**src/pkg/icx_map.svh**
```systemverilog
// Register map, field positions, reset values and counts of the I2C port
// Behaviour
// Matching address with read bit set: record read, buffer address, acknowledge ninth bit.
// After acknowledging a read address, clear clock_release and hold SCL low.
// Buffer write also loads shift register; shift eight bits out on SCL falls.
// Latch host acknowledge at ninth SCL rise; on NACK go idle until Start.
// Set serial_port_irq_flag at ninth SCL fall of each byte; software clears it.
// Collision while shifting out with detect enabled: set bus_collision_flag, go idle.
// Host ACK stretches the clock; host NACK releases it, flag still set.
// Address hold: after eighth SCL fall of match, clear clock_release, set flag.
// Address hold: software picks ack_value_select first; device drives it on acknowledge.
// Address hold with read: clear clock_release again and set flag after acknowledge.
// Software loads transmit data only after the address acknowledge completes.
// External host NACKs the last byte so the client releases SCL.
// start_seen and stop_seen clear on reset and while the port is disabled.
// Host mode sets the flag on Start, Stop and generation completion events.
// Host mode: buffer write during a sequence is dropped and sets write_collision.
// Start/Stop detection paused while generating; flag set when generate bit clears.
// Host first byte carries seven address bits plus read/write bit.
// Baud generator waits until released SCL reads high, then reloads.
// Writes to low five serial_control2 bits ignored while a Start runs.
// Start: load baud generator, at timeout pull SDA low, one period later finish.
// Both lines low at begin, or SCL low early: bus collision, abort Start.
// Host only pulls SDA and SCL low, otherwise lets them float.
`ifndef ICX_MAP_SVH
`define ICX_MAP_SVH

`define ICX_OFF_CTRL 8'h00
`define ICX_OFF_CON2 8'h04
`define ICX_OFF_STAT 8'h08
`define ICX_OFF_BUF 8'h0C
`define ICX_OFF_BAUD 8'h10

`define ICX_CTRL_EN 0
`define ICX_CTRL_HOST 1
`define ICX_CTRL_ADDRESS_HOLD_ENABLE 2
`define ICX_CTRL_CCE 3
`define ICX_CTRL_START_IRQ_ENABLE 4
`define ICX_CTRL_CKP 5
`define ICX_CTRL_OWN 8

`define ICX_CON2_SEN 0
`define ICX_CON2_PEN 2
`define ICX_CON2_ACK_VALUE_SELECT 5

`define ICX_ST_IRQ 0
`define ICX_ST_BCL 1
`define ICX_ST_WRITE_COLLISION 2
`define ICX_ST_ACK_RECEIVED_STATUS 3
`define ICX_ST_START 4
`define ICX_ST_STOP 5
`define ICX_ST_BF 6
`define ICX_ST_RW 7
`define ICX_ST_ACK_TIME_FLAG 8
`define ICX_ST_HRD 9

`define ICX_RST_CKP 1'b1
`define ICX_RST_OWN 7'h00
`define ICX_RST_RELOAD 8'h00
`define ICX_RESP_OKAY 2'h0
`define ICX_RESP_SLVERR 2'h2
`define ICX_LAST_BIT 4'h7
`define ICX_ADDR_BITS 4'h8

`endif

```
**src/pkg/icx_pkg.sv**
```systemverilog
// Types shared by the I2C port modules
package icx_pkg;
  typedef enum logic [8:0] {
    st_idle = 9'h001,
    st_addr = 9'h002,
    st_aack = 9'h004,
    st_tx = 9'h008,
    st_tack = 9'h010,
    st_hchk = 9'h020,
    st_hwait = 9'h040,
    st_hhold = 9'h080,
    st_hidle = 9'h100
  } icx_state_t;

  // Bus line pair carried together
  typedef struct packed {
    logic scl;
    logic sda;
  } icx_pins_t;
endpackage

```
**src/hdl/icx_sync.sv**
```systemverilog
// Two-flop synchroniser for the SCL and SDA lines
module icx_sync import icx_pkg::*; (
  input wire logic aclk,
  input wire logic aresetn,
  input wire icx_pins_t raw,
  output icx_pins_t synced
);
  logic [1:0] s_vec;

  // Idle bus reads high, so both stages reset high
  genvar i;
  for (i = 0; i < 2; i++) begin : g_bit
    logic m_q;
    logic s_q;
    always_ff @(posedge aclk) begin
      if (!aresetn) begin
        m_q <= 1'b1;
        s_q <= 1'b1;
      end else begin
        m_q <= raw[i];
        s_q <= m_q;
      end
    end
    assign s_vec[i] = s_q;
  end

  assign synced = icx_pins_t'(s_vec);
endmodule

```
**src/hdl/icx_baud.sv**
```systemverilog
// Baud generator with clock arbitration on a released SCL
module icx_baud (
  input wire logic aclk,
  input wire logic aresetn,
  input wire logic load,
  input wire logic halt,
  input wire logic [7:0] reload,
  input wire logic scl_rel,
  input wire logic scl_hi,
  output logic timeout
);
  logic [7:0] cnt_q;
  logic run_q;
  logic hi_q;
  logic wait_w;
  logic rise_w;

  // Counting freezes while another device holds a released SCL low
  assign wait_w = scl_rel & ~scl_hi;
  assign rise_w = run_q & scl_rel & scl_hi & ~hi_q;
  assign timeout = run_q & ~wait_w & ~rise_w & (cnt_q == 8'h00);

  always_ff @(posedge aclk) begin
    if (!aresetn) begin
      cnt_q <= 8'h00;
      run_q <= 1'b0;
      hi_q <= 1'b1;
    end else begin
      hi_q <= scl_hi;
      if (load || rise_w) begin
        cnt_q <= reload;
        run_q <= 1'b1;
      end else if (halt) begin
        run_q <= 1'b0;
      end else if (run_q && !wait_w) begin
        cnt_q <= (cnt_q == 8'h00) ? reload : cnt_q - 8'h01;
      end
    end
  end
endmodule

```
**src/hdl/icx_top.sv**
```systemverilog
// I2C port: client transmit, host Start generation, AXI4-Lite registers
`include "icx_map.svh"

module icx_top import icx_pkg::*; (
  input wire logic aclk,
  input wire logic aresetn,
  input wire logic [7:0] s_axi_awaddr,
  input wire logic s_axi_awvalid,
  output logic s_axi_awready,
  input wire logic [31:0] s_axi_wdata,
  input wire logic [3:0] s_axi_wstrb,
  input wire logic s_axi_wvalid,
  output logic s_axi_wready,
  output logic [1:0] s_axi_bresp,
  output logic s_axi_bvalid,
  input wire logic s_axi_bready,
  input wire logic [7:0] s_axi_araddr,
  input wire logic s_axi_arvalid,
  output logic s_axi_arready,
  output logic [31:0] s_axi_rdata,
  output logic [1:0] s_axi_rresp,
  output logic s_axi_rvalid,
  input wire logic s_axi_rready,
  input wire logic scl_pin,
  input wire logic sda_pin,
  output logic scl_drive,
  output logic sda_drive,
  output logic scl_oe_n,
  output logic sda_oe_n
);
  // Bus slave state
  logic aw_q;
  logic w_q;
  logic [7:0] awa_q;
  logic [31:0] wd_q;
  logic [3:0] ws_q;
  logic bvalid_q;
  logic [1:0] bresp_q;
  logic rvalid_q;
  logic [31:0] rdata_q;
  logic [1:0] rresp_q;

  // Software fields
  logic en_q, host_q, address_hold_enable_q, cce_q, start_irq_enable_q, ckp_q, ack_value_select_q;
  logic [6:0] own_q;
  logic [4:0] low5_q;
  logic [7:0] reload_q;

  // Status flags
  logic irq_q, bcl_q, write_collision_q, ack_received_status_q, s_q, p_q;
  logic bf_q, rw_q, ack_time_flag_q, hrd_q;

  // Port datapath
  icx_state_t st_q, st_d;
  logic [7:0] sh_q, sh_d, sh_n, buf_q;
  logic [3:0] bit_q, bit_d;
  logic scl_p_q, sda_p_q;
  logic scl_oe_n_q, sda_oe_n_q;
  icx_pins_t lines;

  // Events from the state machine
  logic ev_irq, ev_bcl, ev_match, ack_ld, ckp_clr;
  logic sen_clr, s_gen, brg_load, brg_stop, bf_clr_tx;
  logic brg_to;

  icx_sync u_sync (
    .aclk(aclk),
    .aresetn(aresetn),
    .raw({scl_pin, sda_pin}),
    .synced(lines)
  );

  // Edge and condition detection on the synchronised lines
  wire scl_s = lines.scl;
  wire sda_s = lines.sda;
  wire scl_rise = scl_s & ~scl_p_q;
  wire scl_fall = ~scl_s & scl_p_q;
  wire gen_busy = (st_q == st_hchk) | (st_q == st_hwait) | (st_q == st_hhold);
  wire start_det = scl_s & sda_p_q & ~sda_s & ~gen_busy;
  wire stop_det = scl_s & ~sda_p_q & sda_s & ~gen_busy;
  wire addr_match = (sh_q[7:1] == own_q);
  wire last_bit = (bit_q == `ICX_LAST_BIT);
  wire addr_done = (bit_q == `ICX_ADDR_BITS); // Counted on rises, so the Start's own SCL fall is no bit
  wire ack_val = address_hold_enable_q ? ack_value_select_q : 1'b0;
  wire sen_q = low5_q[`ICX_CON2_SEN];

  // Write decode; a write commits once both address and data are held
  wire wr_go = aw_q & w_q & ~bvalid_q;
  wire wr_ctrl = wr_go & (awa_q == `ICX_OFF_CTRL);
  wire wr_con2 = wr_go & (awa_q == `ICX_OFF_CON2);
  wire wr_stat = wr_go & (awa_q == `ICX_OFF_STAT);
  wire wr_buf = wr_go & (awa_q == `ICX_OFF_BUF) & ws_q[0];
  wire wr_baud = wr_go & (awa_q == `ICX_OFF_BAUD);
  wire wr_hit = wr_ctrl | wr_con2 | wr_stat | (awa_q == `ICX_OFF_BUF) | wr_baud;
  wire host_busy = host_q & (gen_busy | sen_q);
  wire buf_write_collision = wr_buf & host_busy;
  wire buf_load = wr_buf & ~host_busy;
  wire clr_w1c = wr_stat & ws_q[0];

  // Read decode
  wire ar_go = s_axi_arvalid & ~rvalid_q;
  wire rd_buf = ar_go & (s_axi_araddr == `ICX_OFF_BUF);
  logic [31:0] rd_ctrl, rd_con2, rd_stat;
  wire rd_hit = (s_axi_araddr == `ICX_OFF_CTRL) | (s_axi_araddr == `ICX_OFF_CON2) |
                (s_axi_araddr == `ICX_OFF_STAT) | (s_axi_araddr == `ICX_OFF_BUF) |
                (s_axi_araddr == `ICX_OFF_BAUD);
  wire [31:0] rd_word = (s_axi_araddr == `ICX_OFF_CTRL) ? rd_ctrl :
                        (s_axi_araddr == `ICX_OFF_CON2) ? rd_con2 :
                        (s_axi_araddr == `ICX_OFF_STAT) ? rd_stat :
                        (s_axi_araddr == `ICX_OFF_BUF) ? {24'h000000, buf_q} :
                        (s_axi_araddr == `ICX_OFF_BAUD) ? {24'h000000, reload_q} : 32'h00000000;

  assign s_axi_awready = ~aw_q;
  assign s_axi_wready = ~w_q;
  assign s_axi_bvalid = bvalid_q;
  assign s_axi_bresp = bresp_q;
  assign s_axi_arready = ~rvalid_q;
  assign s_axi_rvalid = rvalid_q;
  assign s_axi_rdata = rdata_q;
  assign s_axi_rresp = rresp_q;

  // Reserved bits read as zero
  always_comb begin
    rd_ctrl = 32'h00000000;
    rd_ctrl[`ICX_CTRL_EN] = en_q;
    rd_ctrl[`ICX_CTRL_HOST] = host_q;
    rd_ctrl[`ICX_CTRL_ADDRESS_HOLD_ENABLE] = address_hold_enable_q;
    rd_ctrl[`ICX_CTRL_CCE] = cce_q;
    rd_ctrl[`ICX_CTRL_START_IRQ_ENABLE] = start_irq_enable_q;
    rd_ctrl[`ICX_CTRL_CKP] = ckp_q;
    rd_ctrl[`ICX_CTRL_OWN +: 7] = own_q;
    rd_con2 = 32'h00000000;
    rd_con2[4:0] = low5_q;
    rd_con2[`ICX_CON2_ACK_VALUE_SELECT] = ack_value_select_q;
    rd_stat = 32'h00000000;
    rd_stat[`ICX_ST_IRQ] = irq_q;
    rd_stat[`ICX_ST_BCL] = bcl_q;
    rd_stat[`ICX_ST_WRITE_COLLISION] = write_collision_q;
    rd_stat[`ICX_ST_ACK_RECEIVED_STATUS] = ack_received_status_q;
    rd_stat[`ICX_ST_START] = s_q;
    rd_stat[`ICX_ST_STOP] = p_q;
    rd_stat[`ICX_ST_BF] = bf_q;
    rd_stat[`ICX_ST_RW] = rw_q;
    rd_stat[`ICX_ST_ACK_TIME_FLAG] = ack_time_flag_q;
    rd_stat[`ICX_ST_HRD] = hrd_q;
  end

  // Write channels are taken independently and joined before the response
  always_ff @(posedge aclk) begin
    if (!aresetn) begin
      aw_q <= 1'b0;
      w_q <= 1'b0;
      awa_q <= 8'h00;
      wd_q <= 32'h00000000;
      ws_q <= 4'h0;
    end else begin
      if (s_axi_awvalid && !aw_q) begin
        aw_q <= 1'b1;
        awa_q <= s_axi_awaddr;
      end else if (wr_go) begin
        aw_q <= 1'b0;
      end
      if (s_axi_wvalid && !w_q) begin
        w_q <= 1'b1;
        wd_q <= s_axi_wdata;
        ws_q <= s_axi_wstrb;
      end else if (wr_go) begin
        w_q <= 1'b0;
      end
    end
  end

  // Responses; unmapped addresses answer with a slave error
  always_ff @(posedge aclk) begin
    if (!aresetn) begin
      bvalid_q <= 1'b0;
      bresp_q <= `ICX_RESP_OKAY;
      rvalid_q <= 1'b0;
      rdata_q <= 32'h00000000;
      rresp_q <= `ICX_RESP_OKAY;
    end else begin
      if (wr_go) begin
        bvalid_q <= 1'b1;
        bresp_q <= wr_hit ? `ICX_RESP_OKAY : `ICX_RESP_SLVERR;
      end else if (s_axi_bready) begin
        bvalid_q <= 1'b0;
      end
      if (ar_go) begin
        rvalid_q <= 1'b1;
        rdata_q <= rd_word;
        rresp_q <= rd_hit ? `ICX_RESP_OKAY : `ICX_RESP_SLVERR;
      end else if (s_axi_rready) begin
        rvalid_q <= 1'b0;
      end
    end
  end

  // Control fields; a software write of clock_release overrides a same-cycle clear
  always_ff @(posedge aclk) begin
    if (!aresetn) begin
      {en_q, host_q, address_hold_enable_q, cce_q, start_irq_enable_q} <= 5'h00;
      ckp_q <= `ICX_RST_CKP;
      own_q <= `ICX_RST_OWN;
    end else begin
      if (wr_ctrl && ws_q[0]) begin
        en_q <= wd_q[`ICX_CTRL_EN];
        host_q <= wd_q[`ICX_CTRL_HOST];
        address_hold_enable_q <= wd_q[`ICX_CTRL_ADDRESS_HOLD_ENABLE];
        cce_q <= wd_q[`ICX_CTRL_CCE];
        start_irq_enable_q <= wd_q[`ICX_CTRL_START_IRQ_ENABLE];
        ckp_q <= wd_q[`ICX_CTRL_CKP];
      end else if (ckp_clr) begin
        ckp_q <= 1'b0;
      end
      if (wr_ctrl && ws_q[1]) begin
        own_q <= wd_q[`ICX_CTRL_OWN +: 7];
      end
    end
  end

  // serial_control2 and the baud reload value
  always_ff @(posedge aclk) begin
    if (!aresetn) begin
      low5_q <= 5'h00;
      ack_value_select_q <= 1'b0;
      reload_q <= `ICX_RST_RELOAD;
    end else begin
      if (wr_con2 && ws_q[0] && !sen_q) begin
        low5_q <= wd_q[4:0];
      end else if (sen_clr) begin
        low5_q[`ICX_CON2_SEN] <= 1'b0;
      end
      if (wr_con2 && ws_q[0]) begin
        ack_value_select_q <= wd_q[`ICX_CON2_ACK_VALUE_SELECT];
      end
      if (wr_baud && ws_q[0]) begin
        reload_q <= wd_q[7:0];
      end
    end
  end

  // Sticky flags: a hardware set wins over a same-cycle software clear
  wire irq_set = ev_irq | (host_q & (start_det | stop_det)) | (~host_q & start_irq_enable_q & start_det);
  always_ff @(posedge aclk) begin
    if (!aresetn) begin
      {irq_q, bcl_q, write_collision_q, ack_received_status_q, bf_q, rw_q, ack_time_flag_q, hrd_q} <= 8'h00;
    end else begin
      irq_q <= (irq_q & ~(clr_w1c & wd_q[`ICX_ST_IRQ])) | irq_set;
      bcl_q <= (bcl_q & ~(clr_w1c & wd_q[`ICX_ST_BCL])) | ev_bcl;
      write_collision_q <= (write_collision_q & ~(clr_w1c & wd_q[`ICX_ST_WRITE_COLLISION])) | buf_write_collision;
      if (ack_ld) begin
        ack_received_status_q <= sda_s;
      end
      bf_q <= (bf_q & ~rd_buf & ~bf_clr_tx) | ev_match | buf_load;
      if (ev_match) begin
        rw_q <= sh_q[0];
      end
      ack_time_flag_q <= ev_match | (ack_time_flag_q & ~(st_q == st_aack && scl_fall));
      if (buf_load && host_q) begin
        hrd_q <= wd_q[0];
      end
    end
  end

  // Bus condition bits, cleared while the port is off
  always_ff @(posedge aclk) begin
    if (!aresetn) begin
      s_q <= 1'b0;
      p_q <= 1'b0;
    end else if (!en_q) begin
      s_q <= 1'b0;
      p_q <= 1'b0;
    end else begin
      s_q <= s_gen | start_det | (s_q & ~stop_det);
      p_q <= stop_det | (p_q & ~start_det & ~s_gen);
    end
  end

  // Port sequencing
  always_comb begin
    st_d = st_q;
    sh_d = sh_q;
    bit_d = bit_q;
    {ev_irq, ev_bcl, ev_match, ack_ld, ckp_clr} = 5'h00;
    {sen_clr, s_gen, brg_load, brg_stop, bf_clr_tx} = 5'h00;
    case (st_q)
      st_idle: begin
        if (host_q && sen_q) begin
          st_d = st_hchk;
        end
      end
      st_addr: begin
        if (scl_rise) begin
          sh_d = {sh_q[6:0], sda_s};
          bit_d = bit_q + 4'h1;
        end
        if (scl_fall && addr_done) begin
          bit_d = 4'h0;
          if (addr_match) begin
            ev_match = 1'b1;
            ckp_clr = address_hold_enable_q;
            ev_irq = address_hold_enable_q;
            st_d = st_aack;
          end else begin
            st_d = st_idle;
          end
        end
      end
      st_aack: begin
        if (scl_fall && !ack_val) begin
          ev_irq = 1'b1;
          ckp_clr = rw_q;
          st_d = rw_q ? st_tx : st_idle;
        end else if (scl_fall) begin
          st_d = st_idle;
        end
      end
      st_tx: begin
        if (scl_rise && sh_q[7] && !sda_s && cce_q) begin
          ev_bcl = 1'b1;
          st_d = st_idle;
        end else if (scl_fall) begin
          sh_d = {sh_q[6:0], 1'b0};
          bit_d = last_bit ? 4'h0 : bit_q + 4'h1;
          bf_clr_tx = last_bit;
          st_d = last_bit ? st_tack : st_tx;
        end
      end
      st_tack: begin
        ack_ld = scl_rise;
        if (scl_fall) begin
          ev_irq = 1'b1;
          ckp_clr = ~ack_received_status_q;
          st_d = ack_received_status_q ? st_idle : st_tx;
        end
      end
      st_hchk: begin
        if (scl_s && sda_s) begin
          brg_load = 1'b1;
          st_d = st_hwait;
        end else if (!scl_s && !sda_s) begin
          ev_bcl = 1'b1;
          sen_clr = 1'b1;
          st_d = st_idle;
        end
      end
      st_hwait: begin
        if (!scl_s || (brg_to && !sda_s)) begin
          ev_bcl = 1'b1;
          sen_clr = 1'b1;
          brg_stop = 1'b1;
          st_d = st_idle;
        end else if (brg_to) begin
          s_gen = 1'b1;
          brg_load = 1'b1;
          st_d = st_hhold;
        end
      end
      st_hhold: begin
        if (brg_to) begin
          sen_clr = 1'b1;
          ev_irq = 1'b1;
          brg_stop = 1'b1;
          st_d = st_hidle;
        end
      end
      st_hidle: begin
        if (!host_q) begin
          st_d = st_idle;
        end
      end
      default: begin
        st_d = st_idle;
      end
    endcase
    // Disable, Stop and a client Start override the sequence
    if (!en_q) begin
      st_d = st_idle;
      brg_stop = 1'b1;
    end else if (stop_det) begin
      st_d = st_idle;
    end else if (start_det && !host_q) begin
      st_d = st_addr;
      bit_d = 4'h0;
    end
  end

  // A buffer write loads the shift register directly
  assign sh_n = buf_load ? wd_q[7:0] : sh_d;

  // Pulls are computed from next state to save a cycle of pin latency
  wire sda_lo_d = ((st_d == st_aack) & ~ack_val) | ((st_d == st_tx) & ~sh_n[7]) |
                  (st_d == st_hhold) | (st_d == st_hidle);
  wire ckp_n = (wr_ctrl & ws_q[0]) ? wd_q[`ICX_CTRL_CKP] : (ckp_q & ~ckp_clr);
  wire scl_lo_d = ((st_d == st_aack) | (st_d == st_tx)) & ~ckp_n;

  always_ff @(posedge aclk) begin
    if (!aresetn) begin
      st_q <= st_idle;
      sh_q <= 8'h00;
      bit_q <= 4'h0;
      buf_q <= 8'h00;
    end else begin
      st_q <= st_d;
      sh_q <= sh_n;
      bit_q <= bit_d;
      if (buf_load) begin
        buf_q <= wd_q[7:0];
      end else if (ev_match) begin
        buf_q <= sh_q;
      end
    end
  end

  // Lines are only ever pulled low; released means high impedance
  always_ff @(posedge aclk) begin
    if (!aresetn) begin
      scl_p_q <= 1'b1;
      sda_p_q <= 1'b1;
      scl_oe_n_q <= 1'b1;
      sda_oe_n_q <= 1'b1;
    end else begin
      scl_p_q <= scl_s;
      sda_p_q <= sda_s;
      scl_oe_n_q <= ~scl_lo_d;
      sda_oe_n_q <= ~sda_lo_d;
    end
  end

  assign scl_drive = 1'b0;
  assign sda_drive = 1'b0;
  assign scl_oe_n = scl_oe_n_q;
  assign sda_oe_n = sda_oe_n_q;

  icx_baud u_baud (
    .aclk(aclk),
    .aresetn(aresetn),
    .load(brg_load),
    .halt(brg_stop),
    .reload(reload_q),
    .scl_rel(scl_oe_n_q),
    .scl_hi(scl_s),
    .timeout(brg_to)
  );
endmodule

```
**config.mk**
```make
export PLATFORM = sky130hd
export DESIGN_NAME = icx_top
export DESIGN_NICKNAME = d
export VERILOG_FILES = /design/src/pkg/icx_pkg.sv /design/src/hdl/icx_sync.sv /design/src/hdl/icx_baud.sv /design/src/hdl/icx_top.sv
export VERILOG_INCLUDE_DIRS = /design/src /design/src/pkg
export SDC_FILE = /design/constraint.sdc
export NUM_CORES = 1
export LEC_CHECK = 0
export BUFFER_PORTS_ARGS = -buffer_cell sky130_fd_sc_hd__buf_2
export CAP_MARGIN = 40
export CORE_AREA = 5 5 170 172
export CTS_CLUSTER_SIZE = 28
export DETAILED_ROUTE_END_ITERATION = 6
export DIE_AREA = 0 0 175 177
export PLACE_DENSITY = 0.41
export SLEW_MARGIN = 20
export SYNTH_ARGS = -nofsm -noshare
export SYNTH_HDL_FRONTEND = slang
export SYNTH_HIERARCHICAL = 1
export SYNTH_SLANG_ARGS = --single-unit
```
**constraint.sdc**
```tcl
create_clock -name aclk -period 4.7 [get_ports aclk]
set_input_delay 0.235 -clock aclk [delete_from_list [all_inputs] [get_ports aclk]]
set_output_delay 0.235 -clock aclk [all_outputs]
set_load 0.02 [all_outputs]
```
==> flow_summary.ini <==
[route]
vias_per_cell = 4.79
drt-initial-drc-count = 355
wl_per_cell_um = 17.2
vias = 5787
wirelength_mm = 20.7
first_pass_iters = 5
drtAntennaViolNets = 0
route.detailed.drc = 0

[synthesis]
ys_warn_count = 6
ys.flop_type = dfxtp_1
ys_seq_area_frac = 0.390
synthArstFlopShare = 0
synthCells = 801
synth_seq_cells = 130
synth.top_cell.area_share = 0.390
synth-edff-count = 0
ys_top_cells_by_area = dfxtp_1, mux2i_1, nand2_1, a21oi_1, nor2_1
synth_top_cell_by_area = dfxtp_1
synth_area_mm2 = 0.00668
yosysUniqueCellTypes = 88
synth_area_per_cell_um2 = 8.33

[placement]
portBuffers = 65
dpl.cell_count = 1173
placedInstanceArea_mm2 = 0.00721
hpwl_mm = 15.2
place.gp.congestion = 0.804

[run]
max-cap-violations = 0

[global_route]
grt_pass1_wl_mm = 32.7
grt_overflow = 0
track_usage = 0.134
antenna_found_initial = 0
grt_pass1_vias = 5665
grt_max_degree = 34

[floorplan]
ios = 106
rows = 61
die_x_um = 175
start_util = 0.244
dieArea_mm2 = 0.0310
core-area_mm2 = 0.0273
die_h_um = 177

[sta]
rsz0062_at_grt = no
timing.fmax_mhz = 304
slew_viol_final = 0
fin_tns_setup_ns = 0
hold_violations = 0
tightest_slew_ns = 0.792
setup_violations = 0
min_period_ns = 3.29
finClkSkew_ns = 0.0133
slew_headroom = 0.470
final.period_utilization = 0.699

[clock_network]
post_cts_buffers = 0
path_clk_slew_ns = 0.07
cts_buffers = 17
clkSinkCount = 130
clkLatencyLatePin_ns = 0.43
postCtsHoldBufs = 2
cts-root-buf = clkbuf_16
h-tree-depth = 4
cts_tree = yes
cts_resized = 0
ctsLongestPathBuffers = 2

[cells_and_area]
area_growth_pct = 17.3
final_cells = 1207
fin_util = 0.287
finalNetCount = 913
drive_above_1_share = 0.161
n_antenna_cell = 0
finalInstanceArea_mm2 = 0.00783

[worst_setup_path]
path_max_fanout = 13
critPathArrivalTime_ns = 3.56
cp-start-kind = register
endpoint_kind = register
cp_data_required_time_ns = 4.98
crit_type = reg2reg

[status]
status = completed

[hold_path]
min_path_type = in2reg

[power]
ir_drop_v = 0.000161
leakagePower_nw = 2.91
p_total_w = 0.00265
powerDensity_mw_per_mm2 = 338
where the power goes:
group	leakage, nW	internal, W	total (W)	switching [W]
sequential	1.05	0.00112	0.00115	0.0000260
clock	0.294	0.000773	0.00136	0.000587
combinational	1.56	0.0000490	0.000144	0.0000946
metrics by stage:
step                hold WS [ns]  worst slack [ns]
floorplan                  0.308              2.09
global placement           0.400              1.41
detailed placement         0.399              1.45
CTS                      0.00478              1.43
global route              0.0176              1.11
finish                    0.0140              1.41
worst max-delay path, stage by stage (launching register included):
cell	delay [ns]
dfxtp_1	0.46
or4_1	0.69
nor3_1	0.51
a21oi_1	0.14
nor2_1	0.58
inv_1	0.32
a221oi_1	0.34
a311oi_1	0.08
metal layers:
layer	global-route usage	vias to the layer above	share of wire	wire (um)
met5	0	-	0	0
met2	0.216	131	0.46	9540
li1	-	2929	-	-
met4	0.0399	0	0.015	307
met1	0.181	2707	0.49	10000
met3	0.0269	20	0.039	815
synth_stat cells (all sizes together) (5+ instances only):
master	number
dfxtp	130
nand2	106
a21oi	75
nor2	66
mux2i	46
buf	36
o21ai	36
clkbuf	33
nand3	23
inv	22
nor3	19
nand2b	16
nor2b	14
nand4	13
a31oi	10
nor4	10
a221oi	8
and2	8
xnor2	8
mux2	7
o22ai	7
or3	7
nor3b	6
a211o	5
a211oi	5
a22oi	5
or4	5
layout by cell type (no fill, tap or decap), drive strengths merged, types with 16 or more instances in the layout:
master	instances
nor3	19
mux2i	46
inv	33
a21oi	75
conb	21
o21ai	36
nand2b	16
clkbuf	18
nand3	23
nand2	106
nor2	66
buf	75
dfxtp	130
final cells by class:
type,instances,area (um^2)
fill,2952,19500
multi-input combinational,600,3700
sequential,130,2600
clock buffer,18,439
tap,346,433
timing repair buffer,77,415
clock inverter,14,158
inverter,22,82.6
cells by family (layout without fill, tap and decap cells):
family	count (synthesis)	in the layout	share of synthesized area
AND/OR/NAND/NOR	322	322	0.257
multiplexers	53	53	0.0813
other	1	21	0.000562
adder cells (fa/ha/maj)	4	4	0.00750
XOR/XNOR	12	12	0.0157
AO/OA/AOI/OAI	188	188	0.180
buffers and inverters	91	131	0.0680
flip-flops	130	130	0.390
sequential cells by signal, indices dropped and copies added, names as in the netlist, 2 cells and up:
name,count
u_sync/g_bit.m_q,2
buf_q,8
sh_q,8
s_axi_rdata,15
wd_q,15
reload_q,8
low5_q,5
st_q,9
awa_q,8
ws_q,2
u_sync/g_bit.s_q,2
own_q,7
u_baud/cnt_q,8
bit_q,4
worst paths after layout:
kind                                          start                   to  slack (ns)  cells past startpoint
worst min register to register  u_sync/g_bit[0].m_q  u_sync/g_bit[0].s_q        0.41                      1
worst min-delay path                        sda_pin  u_sync/g_bit[0].m_q        0.01                      2
worst max-delay path                        st_q[3]      u_baud/cnt_q[1]        1.41                      7
worst max register to register              st_q[3]      u_baud/cnt_q[1]        1.41                      7
No activity file was read; power rests on OpenSTA's default activity.
